### src/shared/pss_pkg.sv
package pss_pkg;

	// ************************************************************
	// Register byte offsets
	// ************************************************************
	localparam logic [7:0] PSS_ADDR_PERIPH_DIS = 8'h00;
	localparam logic [7:0] PSS_ADDR_OSC_CTRL = 8'h04;
	localparam logic [7:0] PSS_ADDR_RESET_CAUSE = 8'h08;
	localparam logic [7:0] PSS_ADDR_POWER_STATE = 8'h0C;

	// ************************************************************
	// peripheral_disable_1 layout
	// ************************************************************
	localparam logic [15:0] PSS_PD1_RESET = 16'h0000;
	localparam logic [15:0] PSS_PD1_IMPL_MASK = 16'hFEFB;
	localparam int PSS_TIMER_FIVE_OFF = 15;
	localparam int PSS_TIMER_FOUR_OFF = 14;
	localparam int PSS_TIMER_THREE_OFF = 13;
	localparam int PSS_TIMER_TWO_OFF = 12;
	localparam int PSS_TIMER_ONE_OFF = 11;
	localparam int PSS_QUADRATURE_DECODER_OFF = 10;
	localparam int PSS_PULSE_WIDTH_UNIT_OFF = 9;
	localparam int PSS_TWO_WIRE_UNIT_OFF = 7;
	localparam int PSS_SERIAL_PORT_TWO_OFF = 6;
	localparam int PSS_SERIAL_PORT_ONE_OFF = 5;
	localparam int PSS_SYNC_SERIAL_TWO_OFF = 4;
	localparam int PSS_SYNC_SERIAL_ONE_OFF = 3;
	localparam int PSS_CAN_UNIT_OFF = 1;
	localparam int PSS_CONVERTER_UNIT_OFF = 0;

	// ************************************************************
	// oscillator_control_register layout
	// ************************************************************
	localparam int PSS_CUR_OSC_LSB = 12;
	localparam int PSS_NEW_OSC_LSB = 8;
	localparam int PSS_CLOCK_LOCK_BIT = 7;
	localparam logic [2:0] PSS_OSC_RESET = 3'h0;

	// ************************************************************
	// reset_cause_register layout
	// ************************************************************
	localparam int PSS_WATCHDOG_TIMEOUT_FLAG = 4;
	localparam int PSS_SLEEP_FLAG = 3;
	localparam int PSS_IDLE_FLAG = 2;
	localparam logic [15:0] PSS_RESET_CAUSE_MASK = 16'h001C;
	localparam logic [15:0] PSS_RESET_CAUSE_RESET = 16'h0000;

	// ************************************************************
	// Instruction operand, bus answers, states
	// ************************************************************
	localparam logic PSS_OP_SLEEP = 1'h0;
	localparam logic PSS_OP_IDLE = 1'h1;
	localparam logic [1:0] PSS_RESP_OKAY = 2'h0;
	localparam logic [1:0] PSS_RESP_DECERR = 2'h3;

	typedef enum logic [2:0] {
		PSS_RUN = 3'h1,
		PSS_IDLE = 3'h2,
		PSS_SLEEP = 3'h4
	} pss_state_type;

endpackage

### src/pss_sync2.sv
module pss_sync2 #(
	parameter int WIDTH = 1
) (
	// Clock and reset
	input wire logic core_clk,
	input wire logic resetn,
	// Data
	input wire logic [WIDTH-1:0] asyncIn,
	output logic [WIDTH-1:0] syncOut
);

	logic [WIDTH-1:0] stageOne_reg;

	// First stage feeds only the second
	always_ff @(posedge core_clk or negedge resetn) begin
		if (!resetn) begin
			stageOne_reg <= '0;
			syncOut <= '0;
		end else begin
			stageOne_reg <= asyncIn;
			syncOut <= stageOne_reg;
		end
	end

endmodule

### src/pss_power_save.sv
// Overview of operation
// - Sleep stops the system clock and halts execution until a wake-up event.
// - Idle halts the CPU while peripherals stay clocked and running.
// - Both states are entered only through the power-save instruction, whose operand picks one.
// - Any enabled interrupt, watchdog timeout or reset brings the device back to run.
// - Entering sleep shuts the system clock source and its on-chip oscillator off.
// - The clock-failure monitor is inactive while sleeping.
// - The low-power RC clock keeps running in sleep whenever the watchdog is enabled.
// - An enabled watchdog is cleared just before sleep is entered.
// - System-clocked peripherals stop in sleep; externally clocked ones and pin change may wake.
// - After sleep the processor resumes on the clock source active at entry.
// - The new-oscillator field is writable only while clock configuration is unlocked.
// - A disable bit of 1 turns its peripheral off, 0 on; all reset to 0.
// - Bits 15-11 timers five-one, 10 quadrature, 9 PWM, 7 two-wire, 6-3 serial, 1 CAN, 0 ADC.
// - The power-save instruction clears the watchdog-timeout flag, bit 4 of the reset cause.
module pss_power_save #(
	parameter int ADDR_W = 8,
	parameter logic [15:0] EXT_CLOCKED_MASK = 16'h0000
) (
	// Clock and reset
	input wire logic core_clk,
	input wire logic resetn,
	// AXI4-Lite write address and data
	input wire logic [ADDR_W-1:0] s_axi_awaddr,
	input wire logic s_axi_awvalid,
	output logic s_axi_awready,
	input wire logic [31:0] s_axi_wdata,
	input wire logic [3:0] s_axi_wstrb,
	input wire logic s_axi_wvalid,
	output logic s_axi_wready,
	// AXI4-Lite write response
	output logic [1:0] s_axi_bresp,
	output logic s_axi_bvalid,
	input wire logic s_axi_bready,
	// AXI4-Lite read
	input wire logic [ADDR_W-1:0] s_axi_araddr,
	input wire logic s_axi_arvalid,
	output logic s_axi_arready,
	output logic [31:0] s_axi_rdata,
	output logic [1:0] s_axi_rresp,
	output logic s_axi_rvalid,
	input wire logic s_axi_rready,
	// CPU core
	input wire logic powerSaveExec,
	input wire logic powerSaveOperand,
	input wire logic enabledIrqPending,
	input wire logic warmResetReq,
	output logic cpuHalt,
	// Oscillator and watchdog
	input wire logic configLocked,
	input wire logic watchdogEnable,
	input wire logic watchdogTimeoutAsync,
	output logic sysClockEnable,
	output logic oscillatorEnable,
	output logic failSafeMonitorEnable,
	output logic lowPowerRcEnable,
	output logic watchdogClear,
	output logic [2:0] activeClockSource,
	// Pins and peripherals
	input wire logic pinChangeAsync,
	input wire logic extClockWakeAsync,
	output logic [15:0] periphClockEnable,
	output logic [15:0] periphAccessEnable
);

	// ************************************************************
	// Synchronised external events
	// ************************************************************
	logic [2:0] syncEvents;
	logic watchdogTimeout, pinChange, extClockWake;
	pss_sync2 #(
		.WIDTH(3)
	) eventSync (
		.core_clk(core_clk),
		.resetn(resetn),
		.asyncIn({watchdogTimeoutAsync, pinChangeAsync, extClockWakeAsync}),
		.syncOut(syncEvents)
	);
	assign {watchdogTimeout, pinChange, extClockWake} = syncEvents;

	// ************************************************************
	// Bus slave
	// ************************************************************
	logic awReady_reg, awReady_next;
	logic wReady_reg, wReady_next;
	logic bValid_reg, bValid_next;
	logic [1:0] bResp_reg, bResp_next;
	logic [7:0] awAddr_reg, awAddr_next;
	logic [31:0] wData_reg, wData_next;
	logic [3:0] wStrb_reg, wStrb_next;
	logic arReady_reg, arReady_next;
	logic rValid_reg, rValid_next;
	logic [31:0] rData_reg, rData_next;
	logic [1:0] rResp_reg, rResp_next;
	logic writeCommit;
	logic [7:0] rdAddr;

	pss_pkg::pss_state_type state_reg, state_next;
	logic [15:0] periphDisable_reg, periphDisable_next;
	logic [2:0] newOsc_reg, newOsc_next;
	logic [2:0] curOsc_reg, curOsc_next;
	logic [15:0] resetCause_reg, resetCause_next;
	function automatic logic [15:0] mergeLanes(input logic [15:0] old, input logic [31:0] data,
			input logic [3:0] strb);
		return {strb[1] ? data[15:8] : old[15:8], strb[0] ? data[7:0] : old[7:0]};
	endfunction
	function automatic logic known(input logic [7:0] a);
		return a == pss_pkg::PSS_ADDR_PERIPH_DIS || a == pss_pkg::PSS_ADDR_OSC_CTRL ||
			a == pss_pkg::PSS_ADDR_RESET_CAUSE || a == pss_pkg::PSS_ADDR_POWER_STATE;
	endfunction

	// Address and data slots are held until the response is taken
	assign writeCommit = !awReady_reg && !wReady_reg && !bValid_reg;
	assign rdAddr = {s_axi_araddr[7:2], 2'b00};

	always_comb begin
		awReady_next = awReady_reg;
		wReady_next = wReady_reg;
		bValid_next = bValid_reg;
		bResp_next = bResp_reg;
		awAddr_next = awAddr_reg;
		wData_next = wData_reg;
		wStrb_next = wStrb_reg;
		arReady_next = arReady_reg;
		rValid_next = rValid_reg;
		rData_next = rData_reg;
		rResp_next = rResp_reg;
		if (s_axi_awvalid && awReady_reg) begin
			awReady_next = 1'b0;
			awAddr_next = {s_axi_awaddr[7:2], 2'b00};
		end
		if (s_axi_wvalid && wReady_reg) begin
			wReady_next = 1'b0;
			wData_next = s_axi_wdata;
			wStrb_next = s_axi_wstrb;
		end
		if (writeCommit) begin
			bValid_next = 1'b1;
			bResp_next = known(awAddr_reg) ? pss_pkg::PSS_RESP_OKAY : pss_pkg::PSS_RESP_DECERR;
		end
		if (bValid_reg && s_axi_bready) begin
			bValid_next = 1'b0;
			awReady_next = 1'b1;
			wReady_next = 1'b1;
		end
		if (s_axi_arvalid && arReady_reg) begin
			arReady_next = 1'b0;
			rValid_next = 1'b1;
			rResp_next = pss_pkg::PSS_RESP_OKAY;
			case (rdAddr)
				pss_pkg::PSS_ADDR_PERIPH_DIS: rData_next = {16'h0000, periphDisable_reg};
				pss_pkg::PSS_ADDR_OSC_CTRL: rData_next = {16'h0000, 1'b0, curOsc_reg, 1'b0,
					newOsc_reg, configLocked, 7'h00};
				pss_pkg::PSS_ADDR_RESET_CAUSE: rData_next = {16'h0000, resetCause_reg};
				pss_pkg::PSS_ADDR_POWER_STATE: rData_next = {29'h0000_0000, state_reg};
				default: begin
					rData_next = 32'h0000_0000;
					rResp_next = pss_pkg::PSS_RESP_DECERR;
				end
			endcase
		end
		if (rValid_reg && s_axi_rready) begin
			rValid_next = 1'b0;
			arReady_next = 1'b1;
		end
	end

	always_ff @(posedge core_clk or negedge resetn) begin
		if (!resetn) begin
			awReady_reg <= 1'b1;
			wReady_reg <= 1'b1;
			bValid_reg <= 1'b0;
			bResp_reg <= pss_pkg::PSS_RESP_OKAY;
			awAddr_reg <= 8'h00;
			wData_reg <= 32'h0000_0000;
			wStrb_reg <= 4'h0;
			arReady_reg <= 1'b1;
			rValid_reg <= 1'b0;
			rData_reg <= 32'h0000_0000;
			rResp_reg <= pss_pkg::PSS_RESP_OKAY;
		end else begin
			awReady_reg <= awReady_next;
			wReady_reg <= wReady_next;
			bValid_reg <= bValid_next;
			bResp_reg <= bResp_next;
			awAddr_reg <= awAddr_next;
			wData_reg <= wData_next;
			wStrb_reg <= wStrb_next;
			arReady_reg <= arReady_next;
			rValid_reg <= rValid_next;
			rData_reg <= rData_next;
			rResp_reg <= rResp_next;
		end
	end

	assign s_axi_awready = awReady_reg;
	assign s_axi_wready = wReady_reg;
	assign s_axi_bvalid = bValid_reg;
	assign s_axi_bresp = bResp_reg;
	assign s_axi_arready = arReady_reg;
	assign s_axi_rvalid = rValid_reg;
	assign s_axi_rdata = rData_reg;
	assign s_axi_rresp = rResp_reg;

	// ************************************************************
	// Power state and control registers
	// ************************************************************
	logic wakeNow;
	logic enterSleep;
	logic [15:0] periphClockNext;
	logic cpuHalt_next, sysClock_next, lowPowerRc_next, watchdogClear_next;

	assign wakeNow = enabledIrqPending || watchdogTimeout || warmResetReq || pinChange ||
		extClockWake;
	assign enterSleep = state_reg == pss_pkg::PSS_RUN && powerSaveExec &&
		powerSaveOperand == pss_pkg::PSS_OP_SLEEP;

	always_comb begin
		state_next = state_reg;
		periphDisable_next = periphDisable_reg;
		newOsc_next = newOsc_reg;
		curOsc_next = curOsc_reg;
		resetCause_next = resetCause_reg;
		case (state_reg)
			pss_pkg::PSS_RUN: begin
				if (powerSaveExec) begin
					state_next = powerSaveOperand == pss_pkg::PSS_OP_SLEEP ?
						pss_pkg::PSS_SLEEP : pss_pkg::PSS_IDLE;
				end
			end
			pss_pkg::PSS_IDLE, pss_pkg::PSS_SLEEP: begin
				if (wakeNow) begin
					state_next = pss_pkg::PSS_RUN;
				end
			end
			default: state_next = pss_pkg::PSS_RUN;
		endcase
		if (writeCommit && awAddr_reg == pss_pkg::PSS_ADDR_PERIPH_DIS) begin
			periphDisable_next = mergeLanes(periphDisable_reg, wData_reg, wStrb_reg) &
				pss_pkg::PSS_PD1_IMPL_MASK;
		end
		if (writeCommit && awAddr_reg == pss_pkg::PSS_ADDR_OSC_CTRL && !configLocked &&
				wStrb_reg[1]) begin
			newOsc_next = wData_reg[pss_pkg::PSS_NEW_OSC_LSB +: 3];
		end
		if (state_reg == pss_pkg::PSS_RUN && state_next == pss_pkg::PSS_RUN) begin
			curOsc_next = newOsc_reg;
		end
		if (writeCommit && awAddr_reg == pss_pkg::PSS_ADDR_RESET_CAUSE) begin
			resetCause_next = mergeLanes(resetCause_reg, wData_reg, wStrb_reg) &
				pss_pkg::PSS_RESET_CAUSE_MASK;
		end
		if (state_reg == pss_pkg::PSS_RUN && powerSaveExec) begin
			resetCause_next[pss_pkg::PSS_WATCHDOG_TIMEOUT_FLAG] = 1'b0;
			if (powerSaveOperand == pss_pkg::PSS_OP_SLEEP) begin
				resetCause_next[pss_pkg::PSS_SLEEP_FLAG] = 1'b1;
			end else begin
				resetCause_next[pss_pkg::PSS_IDLE_FLAG] = 1'b1;
			end
		end
		// Hardware set beats any clear in the same cycle
		if (watchdogTimeout) begin
			resetCause_next[pss_pkg::PSS_WATCHDOG_TIMEOUT_FLAG] = 1'b1;
		end
		cpuHalt_next = state_next != pss_pkg::PSS_RUN;
		// system clock and oscillator off in sleep
		sysClock_next = state_next != pss_pkg::PSS_SLEEP;
		lowPowerRc_next = sysClock_next || watchdogEnable;
		watchdogClear_next = enterSleep && watchdogEnable;
	end

	generate
		for (genvar i = 0; i < 16; i++) begin : gateBits
			assign periphClockNext[i] = pss_pkg::PSS_PD1_IMPL_MASK[i] && !periphDisable_next[i] &&
				(sysClock_next || EXT_CLOCKED_MASK[i]);
		end
	endgenerate

	always_ff @(posedge core_clk or negedge resetn) begin
		if (!resetn) begin
			state_reg <= pss_pkg::PSS_RUN;
			periphDisable_reg <= pss_pkg::PSS_PD1_RESET;
			newOsc_reg <= pss_pkg::PSS_OSC_RESET;
			curOsc_reg <= pss_pkg::PSS_OSC_RESET;
			resetCause_reg <= pss_pkg::PSS_RESET_CAUSE_RESET;
			cpuHalt <= 1'b0;
			sysClockEnable <= 1'b1;
			oscillatorEnable <= 1'b1;
			failSafeMonitorEnable <= 1'b1;
			lowPowerRcEnable <= 1'b1;
			watchdogClear <= 1'b0;
			activeClockSource <= pss_pkg::PSS_OSC_RESET;
			periphClockEnable <= pss_pkg::PSS_PD1_IMPL_MASK;
			periphAccessEnable <= pss_pkg::PSS_PD1_IMPL_MASK;
		end else begin
			state_reg <= state_next;
			periphDisable_reg <= periphDisable_next;
			newOsc_reg <= newOsc_next;
			curOsc_reg <= curOsc_next;
			resetCause_reg <= resetCause_next;
			cpuHalt <= cpuHalt_next;
			sysClockEnable <= sysClock_next;
			oscillatorEnable <= sysClock_next;
			// monitor idle while the clock is stopped
			failSafeMonitorEnable <= sysClock_next;
			lowPowerRcEnable <= lowPowerRc_next;
			watchdogClear <= watchdogClear_next;
			activeClockSource <= curOsc_next;
			periphClockEnable <= periphClockNext;
			periphAccessEnable <= ~periphDisable_next & pss_pkg::PSS_PD1_IMPL_MASK;
		end
	end
endmodule

### config.mk
export PLATFORM = sky130hd
export DESIGN_NAME = pss_power_save
export DESIGN_NICKNAME = d
export VERILOG_FILES = /design/src/shared/pss_pkg.sv /design/src/pss_sync2.sv /design/src/pss_power_save.sv
export SDC_FILE = /design/constraint.sdc
export NUM_CORES = 1
export LEC_CHECK = 0
export ABC_CLOCK_PERIOD_IN_PS = 5400
export BUFFER_PORTS_ARGS = -buffer_cell sky130_fd_sc_hd__buf_2
export CAP_MARGIN = 15
export CORE_MARGIN = 10
export CORE_UTILIZATION = 25
export DETAILED_ROUTE_END_ITERATION = 16
export GPL_TIMING_DRIVEN = 0
export PLACE_DENSITY = 0.55
export SLEW_MARGIN = 20
export SYNTH_ARGS = -nofsm -noshare
export SYNTH_HDL_FRONTEND = slang
export SYNTH_SLANG_ARGS = --single-unit
### constraint.sdc
create_clock -name core_clk -period 5.4 [get_ports core_clk]
set_clock_uncertainty 0.2 [all_clocks]
set_input_delay 1.08 -clock core_clk [delete_from_list [all_inputs] [get_ports core_clk]]
set_output_delay 1.08 -clock core_clk [all_outputs]
set_load 0.01 [all_outputs]
==> flow_metrics.py, run 1 <==
metrics = {
    "logic_synthesis": {
        "synth-edff-count": 0,
        "avgSynthCellArea_um2": 13.2,
        "synth_cells": 326,
        "yosys.area.top_type": "dfrtp_1",
        "yosysMostFrequentCell": "dfrtp_1",
        "synthTopCellsByArea": "dfrtp_1, dfstp_2, mux2_2",
        "yosys_most_used_dff": "dfrtp_1",
        "synth.top_cell.area_share_pct": 45.9,
        "syn_area_um2": 4310,
        "synth_cell_types": 34,
        "synthArstFlopShare_pct": 100,
        "seq_area_frac_synth_pct": 66.6,
        "synth_common_cells": "dfrtp_1, mux2_2, dfstp_2, nand2_1, buf_4",
        "synth-seq-cells": 113,
        "yosys_warnings": 0,
    },
    "clocking": {
        "clkTransAtPathRegs_ps": 50,
        "h-tree-depth": 4,
        "cts_sinks": 113,
        "clk_latency_ps": 410,
        "cts_setup_buffers": 0,
        "cts_buffer_depth": 2,
        "cts_inserted_buffers": 17,
        "cts_resized": 0,
        "cts_hold_buffers": 0,
        "root_buffer": "clkbuf_16",
        "cts_tree": "done",
    },
    "worst_setup_path": {
        "worstSetupStartpointType": "input port",
        "worstReg2RegEnd": "periphClockEnable[7]",
        "arrival_ps": 3030,
        "worstPathCellList": "buf_2 -> nor4_1 -> nand2_1 -> o21ai_1 -> clkbuf_1 -> nor2_1",
        "r2r_start": "state_reg[0]",
        "crit_fanout": 10,
        "worst-r2r-setup-slack_ps": 2830,
        "slowest_stage": "o21ai_1",
        "cp.required_ps": 5500,
        "worst-path-buf-inv": 2,
        "worstSetupEndpointType": "flop",
        "max_stage_delay_ps": 740,
        "reg2reg_depth": 5,
        "path_delay_family": "compound AO/OA/AOI/OAI gates",
        "critPathKind": "in2reg",
    },
    "power_and_ir_drop": {
        "power_density_nw_per_um2": 489,
        "peakVddDrop_v": 0.000218,
        "seq_power_share_pct": 41.3,
        "power_switching_uw": 701,
        "p_total_uw": 2880,
        "pwr-share-clk_pct": 43.3,
        "internal_power_uw": 2180,
        "p_leak_uw": 0.00277,
        "swShare_pct": 24.4,
        "p_comb_share_pct": 15.4,
    },
    "timing": {
        "timing.setup.tns_ps": 0,
        "finalCritPeriodShare_pct": 54.2,
        "timing.final.crit_period_ps": 2930,
        "hold_violations": 0,
        "finalSetupViolations": 0,
        "rsz0062_at_grt": "false",
        "max_freq_mhz": 342,
        "tightestPinTransition_ps": 913,
        "drv_slew": 0,
        "slew_headroom_pct": 38.7,
    },
    "finish": {
        "stdcell_count": 706,
        "nets": 540,
        "areaGrowthSynthToFinish_pct": 36.6,
        "fillers": 1684,
        "drive_above_1_share_pct": 49.9,
        "multi_input_area_um2": 1230,
        "fin_util_pct": 35.1,
        "seqCellArea_um2": 2870,
    },
    "min_path": {
        "hold_path.class": "reg2reg",
        "hp-start": "eventSync.stageOne_reg[1]",
        "hold_path_end": "eventSync.syncOut[1]",
        "min_delay_path_depth": 0,
    },
    "run_status": {
        "outcome": "finished, final reports clean",
    },
    "detailed_routing": {
        "post_drt_wl_per_cell_um": 15.6,
        "viasPerCell": 3.97,
        "drtPass1Iterations": 4,
        "drcViolationCount": 0,
        "wl_mm": 11.0,
        "num_vias": 2804,
        "ant_nets": 0,
        "drt_iter0_drc": 119,
    },
    "floorplan": {
        "start_util_pct": 25.7,
        "fp.dieW_um": 151,
        "die_h_um": 151,
        "rows": 47,
        "io_pins": 150,
        "core_um2": 16800,
        "dieArea_um2": 22900,
    },
    "placed_design": {
        "dp_hpwl_mm": 8.33,
        "port_buffers": 107,
        "dp.cells": 673,
        "finalWeightedCongestion": 0.750,
    },
    "job": {
        "maxCapViolCount": 0,
    },
    "grt": {
        "grt_pass1_wl_mm": 16.9,
        "antenna_found_initial": 1,
        "first_global_vias": 3020,
        "grt_max_degree": 81,
        "grt_overflow": 0,
        "grtUsageTotal_pct": 9.96,
    },
}
## how the worst max path moves through the flow
stage | start | end | cells after the start
after global placement | resetn | wData_reg[9] | 1
after detailed placement | warmResetReq | lowPowerRcEnable | 6
after floorplan | s_axi_araddr[5] | s_axi_rdata[10] | 5
final | warmResetReq | periphClockEnable[7] | 6
after global routing | warmResetReq | periphClockEnable[7] | 6
after CTS | warmResetReq | periphClockEnable[7] | 6
## layout by cell type, fill, tap and decap left out, types with 17 or more instances in the layout
cell type / instances
buf_2: 106
dfrtp_1: 79
mux2_2: 42
dfstp_2: 34
nand2_1: 32
buf_4: 24
inv_1: 20
conb_1: 20
nor2_1: 19
o21ai_0: 18
clkbuf_16: 17
## metal layers
metal	track usage, %	up-vias	part of all wire [%]
met2	15.9	93	49
met5	0	-	0
met4	3.75	0	1.2
li1	-	1360	-
met3	4.92	11	9.9
met1	11.2	1340	40
## cell families after synthesis
logic type             after synthesis  share of synthesized area (%)
and+or+nand+nor                     73                           8.39
other                                1                         0.0870
AOI/OAI and AO/OA                   37                           5.20
DFF                                113                           66.6
muxes                               51                           13.2
buffers and inverters               51                           6.53
## stage by stage
stage                     instance area (um^2)  hold WS [ps]  setup slack, ps
after global placement                    5190           133             1770
after CTS                                 5880           146             2330
after floorplan                           4380           131             2920
after detailed placement                  5220           135             1890
final                                     5890           144             2470
after global routing                      5880           147             2210
## layout make-up
class / instances / share of cell area (%)
flip-flops and latches: 113 / 48.8
multi-input cells: 181 / 20.9
repair buffers: 108 / 9.67
clock buffers: 21 / 7.65
well taps: 220 / 4.68
clock inverters: 11 / 3.55
plain buffers: 31 / 3.51
inverters: 20 / 1.28
diodes: 1 / 0.0425
## power groups by stage
stage | Combinational, uW | Sequential, uW | Clock [uW]
finish | 443 | 1190 | 1250
detailed placement | 456 | 1210 | 0
floorplan | 236 | 1220 | 0
CTS | 456 | 1190 | 1280
global route | 499 | 1210 | 1330
global placement | 439 | 1190 | 0
## worst reg2reg max path, cell delays in order (launching register included)
cell and delay [ps]:
dfstp_2 570, and4bb_2 300, nand2b_1 130, o21ai_1 520, clkbuf_1 630, nor2_1 120
Power figures use the tool's default switching activity.
==> run 2, diff against run 1 <==
--- a/config.mk
+++ b/config.mk
@@ -5,7 +5,7 @@
 export SDC_FILE = /design/constraint.sdc
 export NUM_CORES = 1
 export LEC_CHECK = 0
-export ABC_CLOCK_PERIOD_IN_PS = 5400
+export ABC_CLOCK_PERIOD_IN_PS = 2800
 export BUFFER_PORTS_ARGS = -buffer_cell sky130_fd_sc_hd__buf_2
 export CAP_MARGIN = 15
 export CORE_MARGIN = 10
==> constraint.sdc (replaced) <==
create_clock -name core_clk -period 2.8 [get_ports core_clk]
set_clock_uncertainty 0.2 [all_clocks]
set_input_delay 0.56 -clock core_clk [delete_from_list [all_inputs] [get_ports core_clk]]
set_output_delay 0.56 -clock core_clk [all_outputs]
set_load 0.01 [all_outputs]
==> run 2 against run 1 <==
Against the previous run:
- first-iteration DRC count decreased by 14%
- utilization increased by 0.082 points
- setup slack got worse by 2000 ps
- worst hold slack got worse by 83 ps
- design area increased by 0.23%
- combinational power increased by 93%
==> flow_metrics.py, run 2 (synthesis gave the netlist of run 1 again) <==
metrics = {
    "run_status": {
        "outcome": "finished, final reports clean",
    },
    "finish": {
        "final_common_cell": "buf_2",
        "drive_above_1_share_pct": 50.0,
        "multi_input_area_um2": 1230,
        "seqCellArea_um2": 2870,
        "final_cell_mix": "buf_2, dfrtp_1, mux2_2, dfstp_2, nand2_1",
        "nets": 541,
        "areaGrowthSynthToFinish_pct": 36.9,
        "fillers": 1681,
        "fin_util_pct": 35.2,
    },
    "detailed_routing": {
        "num_vias": 2814,
        "drt_iter0_drc": 102,
        "ant_nets": 0,
        "post_drt_wl_per_cell_um": 15.6,
        "viasPerCell": 3.98,
        "drcViolationCount": 0,
        "wl_mm": 11.0,
        "drtPass1Iterations": 4,
    },
    "worst_setup_path": {
        "worstSetupEndpointType": "flop",
        "crit_fanout": 10,
        "max_stage_delay_ps": 620,
        "slowest_stage": "clkbuf_1",
        "reg2reg_depth": 5,
        "arrival_ps": 2460,
        "path_delay_family": "buffers and inverters",
        "critPathKind": "reg2reg",
        "worst-path-buf-inv": 1,
        "worstPathCellList": "nor4_1 -> nand2_1 -> o21ai_2 -> clkbuf_1 -> nor2_1",
        "worstReg2RegEnd": "periphClockEnable[7]",
        "cp.required_ps": 2900,
        "worst-r2r-setup-slack_ps": 440,
        "worstSetupStartpointType": "flop",
        "r2r_start": "eventSync.syncOut[2]",
    },
    "clocking": {
        "cts_tree": "done",
        "cts_inserted_buffers": 17,
        "h-tree-depth": 4,
        "cts_sinks": 113,
        "cts_buffer_depth": 2,
        "clk_latency_ps": 410,
        "cts_setup_buffers": 0,
        "clkTransAtPathRegs_ps": 50,
        "root_buffer": "clkbuf_16",
    },
    "power_and_ir_drop": {
        "peakVddDrop_v": 0.000421,
        "p_leak_uw": 0.00277,
        "power_density_nw_per_um2": 941,
    },
    "timing": {
        "finalSetupViolations": 0,
        "drv_slew": 0,
        "timing.final.crit_period_ps": 2360,
        "whs_ps": 60.4,
        "slew_headroom_pct": 38.5,
        "max_freq_mhz": 424,
        "setup_ws_ps": 442,
        "finalCritPeriodShare_pct": 84.2,
        "rsz0062_at_grt": "false",
        "hold_violations": 0,
        "tightestPinTransition_ps": 910,
    },
    "placed_design": {
        "dp_slack_ps": -195,
        "dp_hpwl_mm": 8.33,
        "port_buffers": 107,
        "finalWeightedCongestion": 0.750,
    },
    "min_path": {
        "hp-start": "pinChangeAsync",
        "hold_path.class": "in2reg",
        "min_delay_path_depth": 1,
        "hold_path_end": "eventSync.stageOne_reg[1]",
    },
    "floorplan": {
        "io_pins": 150,
        "rows": 47,
        "core_um2": 16800,
        "dieArea_um2": 22900,
        "fp.dieW_um": 151,
        "start_util_pct": 25.7,
        "die_h_um": 151,
    },
    "grt": {
        "antenna_found_initial": 1,
        "grt_pass1_wl_mm": 16.9,
        "grtUsageTotal_pct": 9.96,
        "first_global_vias": 3026,
        "grt_max_degree": 81,
        "grt_overflow": 0,
    },
    "job": {
        "maxCapViolCount": 0,
    },
}
run 2: cell types whose count changed in the layout (fill, tap and decap cells not counted), sizes merged:
cell and change:
dlygate4sd3 +1
run 2: final cells by class:
| type | count | area share, % |
|---|---|---|
| repair buffers | 109 | 9.82 |
| inverters | 20 | 1.27 |
| well taps | 220 | 4.67 |
| clock buffers | 21 | 7.64 |
| clock inverters | 11 | 3.54 |
| diodes | 1 | 0.0424 |
| multi-input cells | 181 | 20.9 |
| flip-flops and latches | 113 | 48.7 |
| plain buffers | 31 | 3.50 |
run 2: worst max path at each step:
stage	start	to	slack, ps	depth (start not counted)
5_1_grt	eventSync.syncOut[2]	periphClockEnable[7]	180	5
3_3_place_gp	resetn	wData_reg[9]	-310	1
6_report	eventSync.syncOut[2]	periphClockEnable[7]	440	5
3_5_place_dp	warmResetReq	lowPowerRcEnable	-190	6
2_1_floorplan	awAddr_reg[5]	newOsc_reg[0]	830	4
4_1_cts	eventSync.syncOut[2]	periphClockEnable[7]	60	5
run 2: what timing repair did:
| item | 4_1_cts | 5_1_grt |
|---|---|---|
| hold buffers | 1 | 0 |
| gates resized for setup | 0 | 1 |
| endpoints found under the setup margin | 0 | 10 |
| endpoints found under the hold margin | 19 | 0 |
run 2: worst register-to-register path: cells and delay by family, from the launching register on:
kind,cells,cell delay (ps)
AND/OR/NAND/NOR,3,550
AO/OA/AOI/OAI,1,520
buffers and inverters,1,630
flip-flops,1,370
run 2: stage by stage:
stage	TNS [ps]	power, uW	cell area, um^2	std cells
final	0	5550	5900	707
after global routing	0	5860	5900	706
after CTS	0	5650	5890	706
after detailed placement	-1650	3200	5220	673
after global placement	-25890	3150	5190	672
after floorplan	0	2810	4380	345
run 2: where the power goes:
group / internal [uW] / leakage [uW] / total [uW] / switching (uW)
Clock: 1690 / 0.000325 / 2400 / 717
Sequential: 2080 / 0.00136 / 2290 / 214
Combinational: 433 / 0.00109 / 857 / 424
Total: 4200 / 0.00277 / 5550 / 1350
run 2: routing by layer:
metal  part of all wire [%]  GRT usage, %  vias up
met5                      0             0        -
met3                    9.6          4.92       13
met1                     40          11.2     1349
li1                       -             -     1363
met4                    1.4          3.75        0
met2                     49          15.9       89
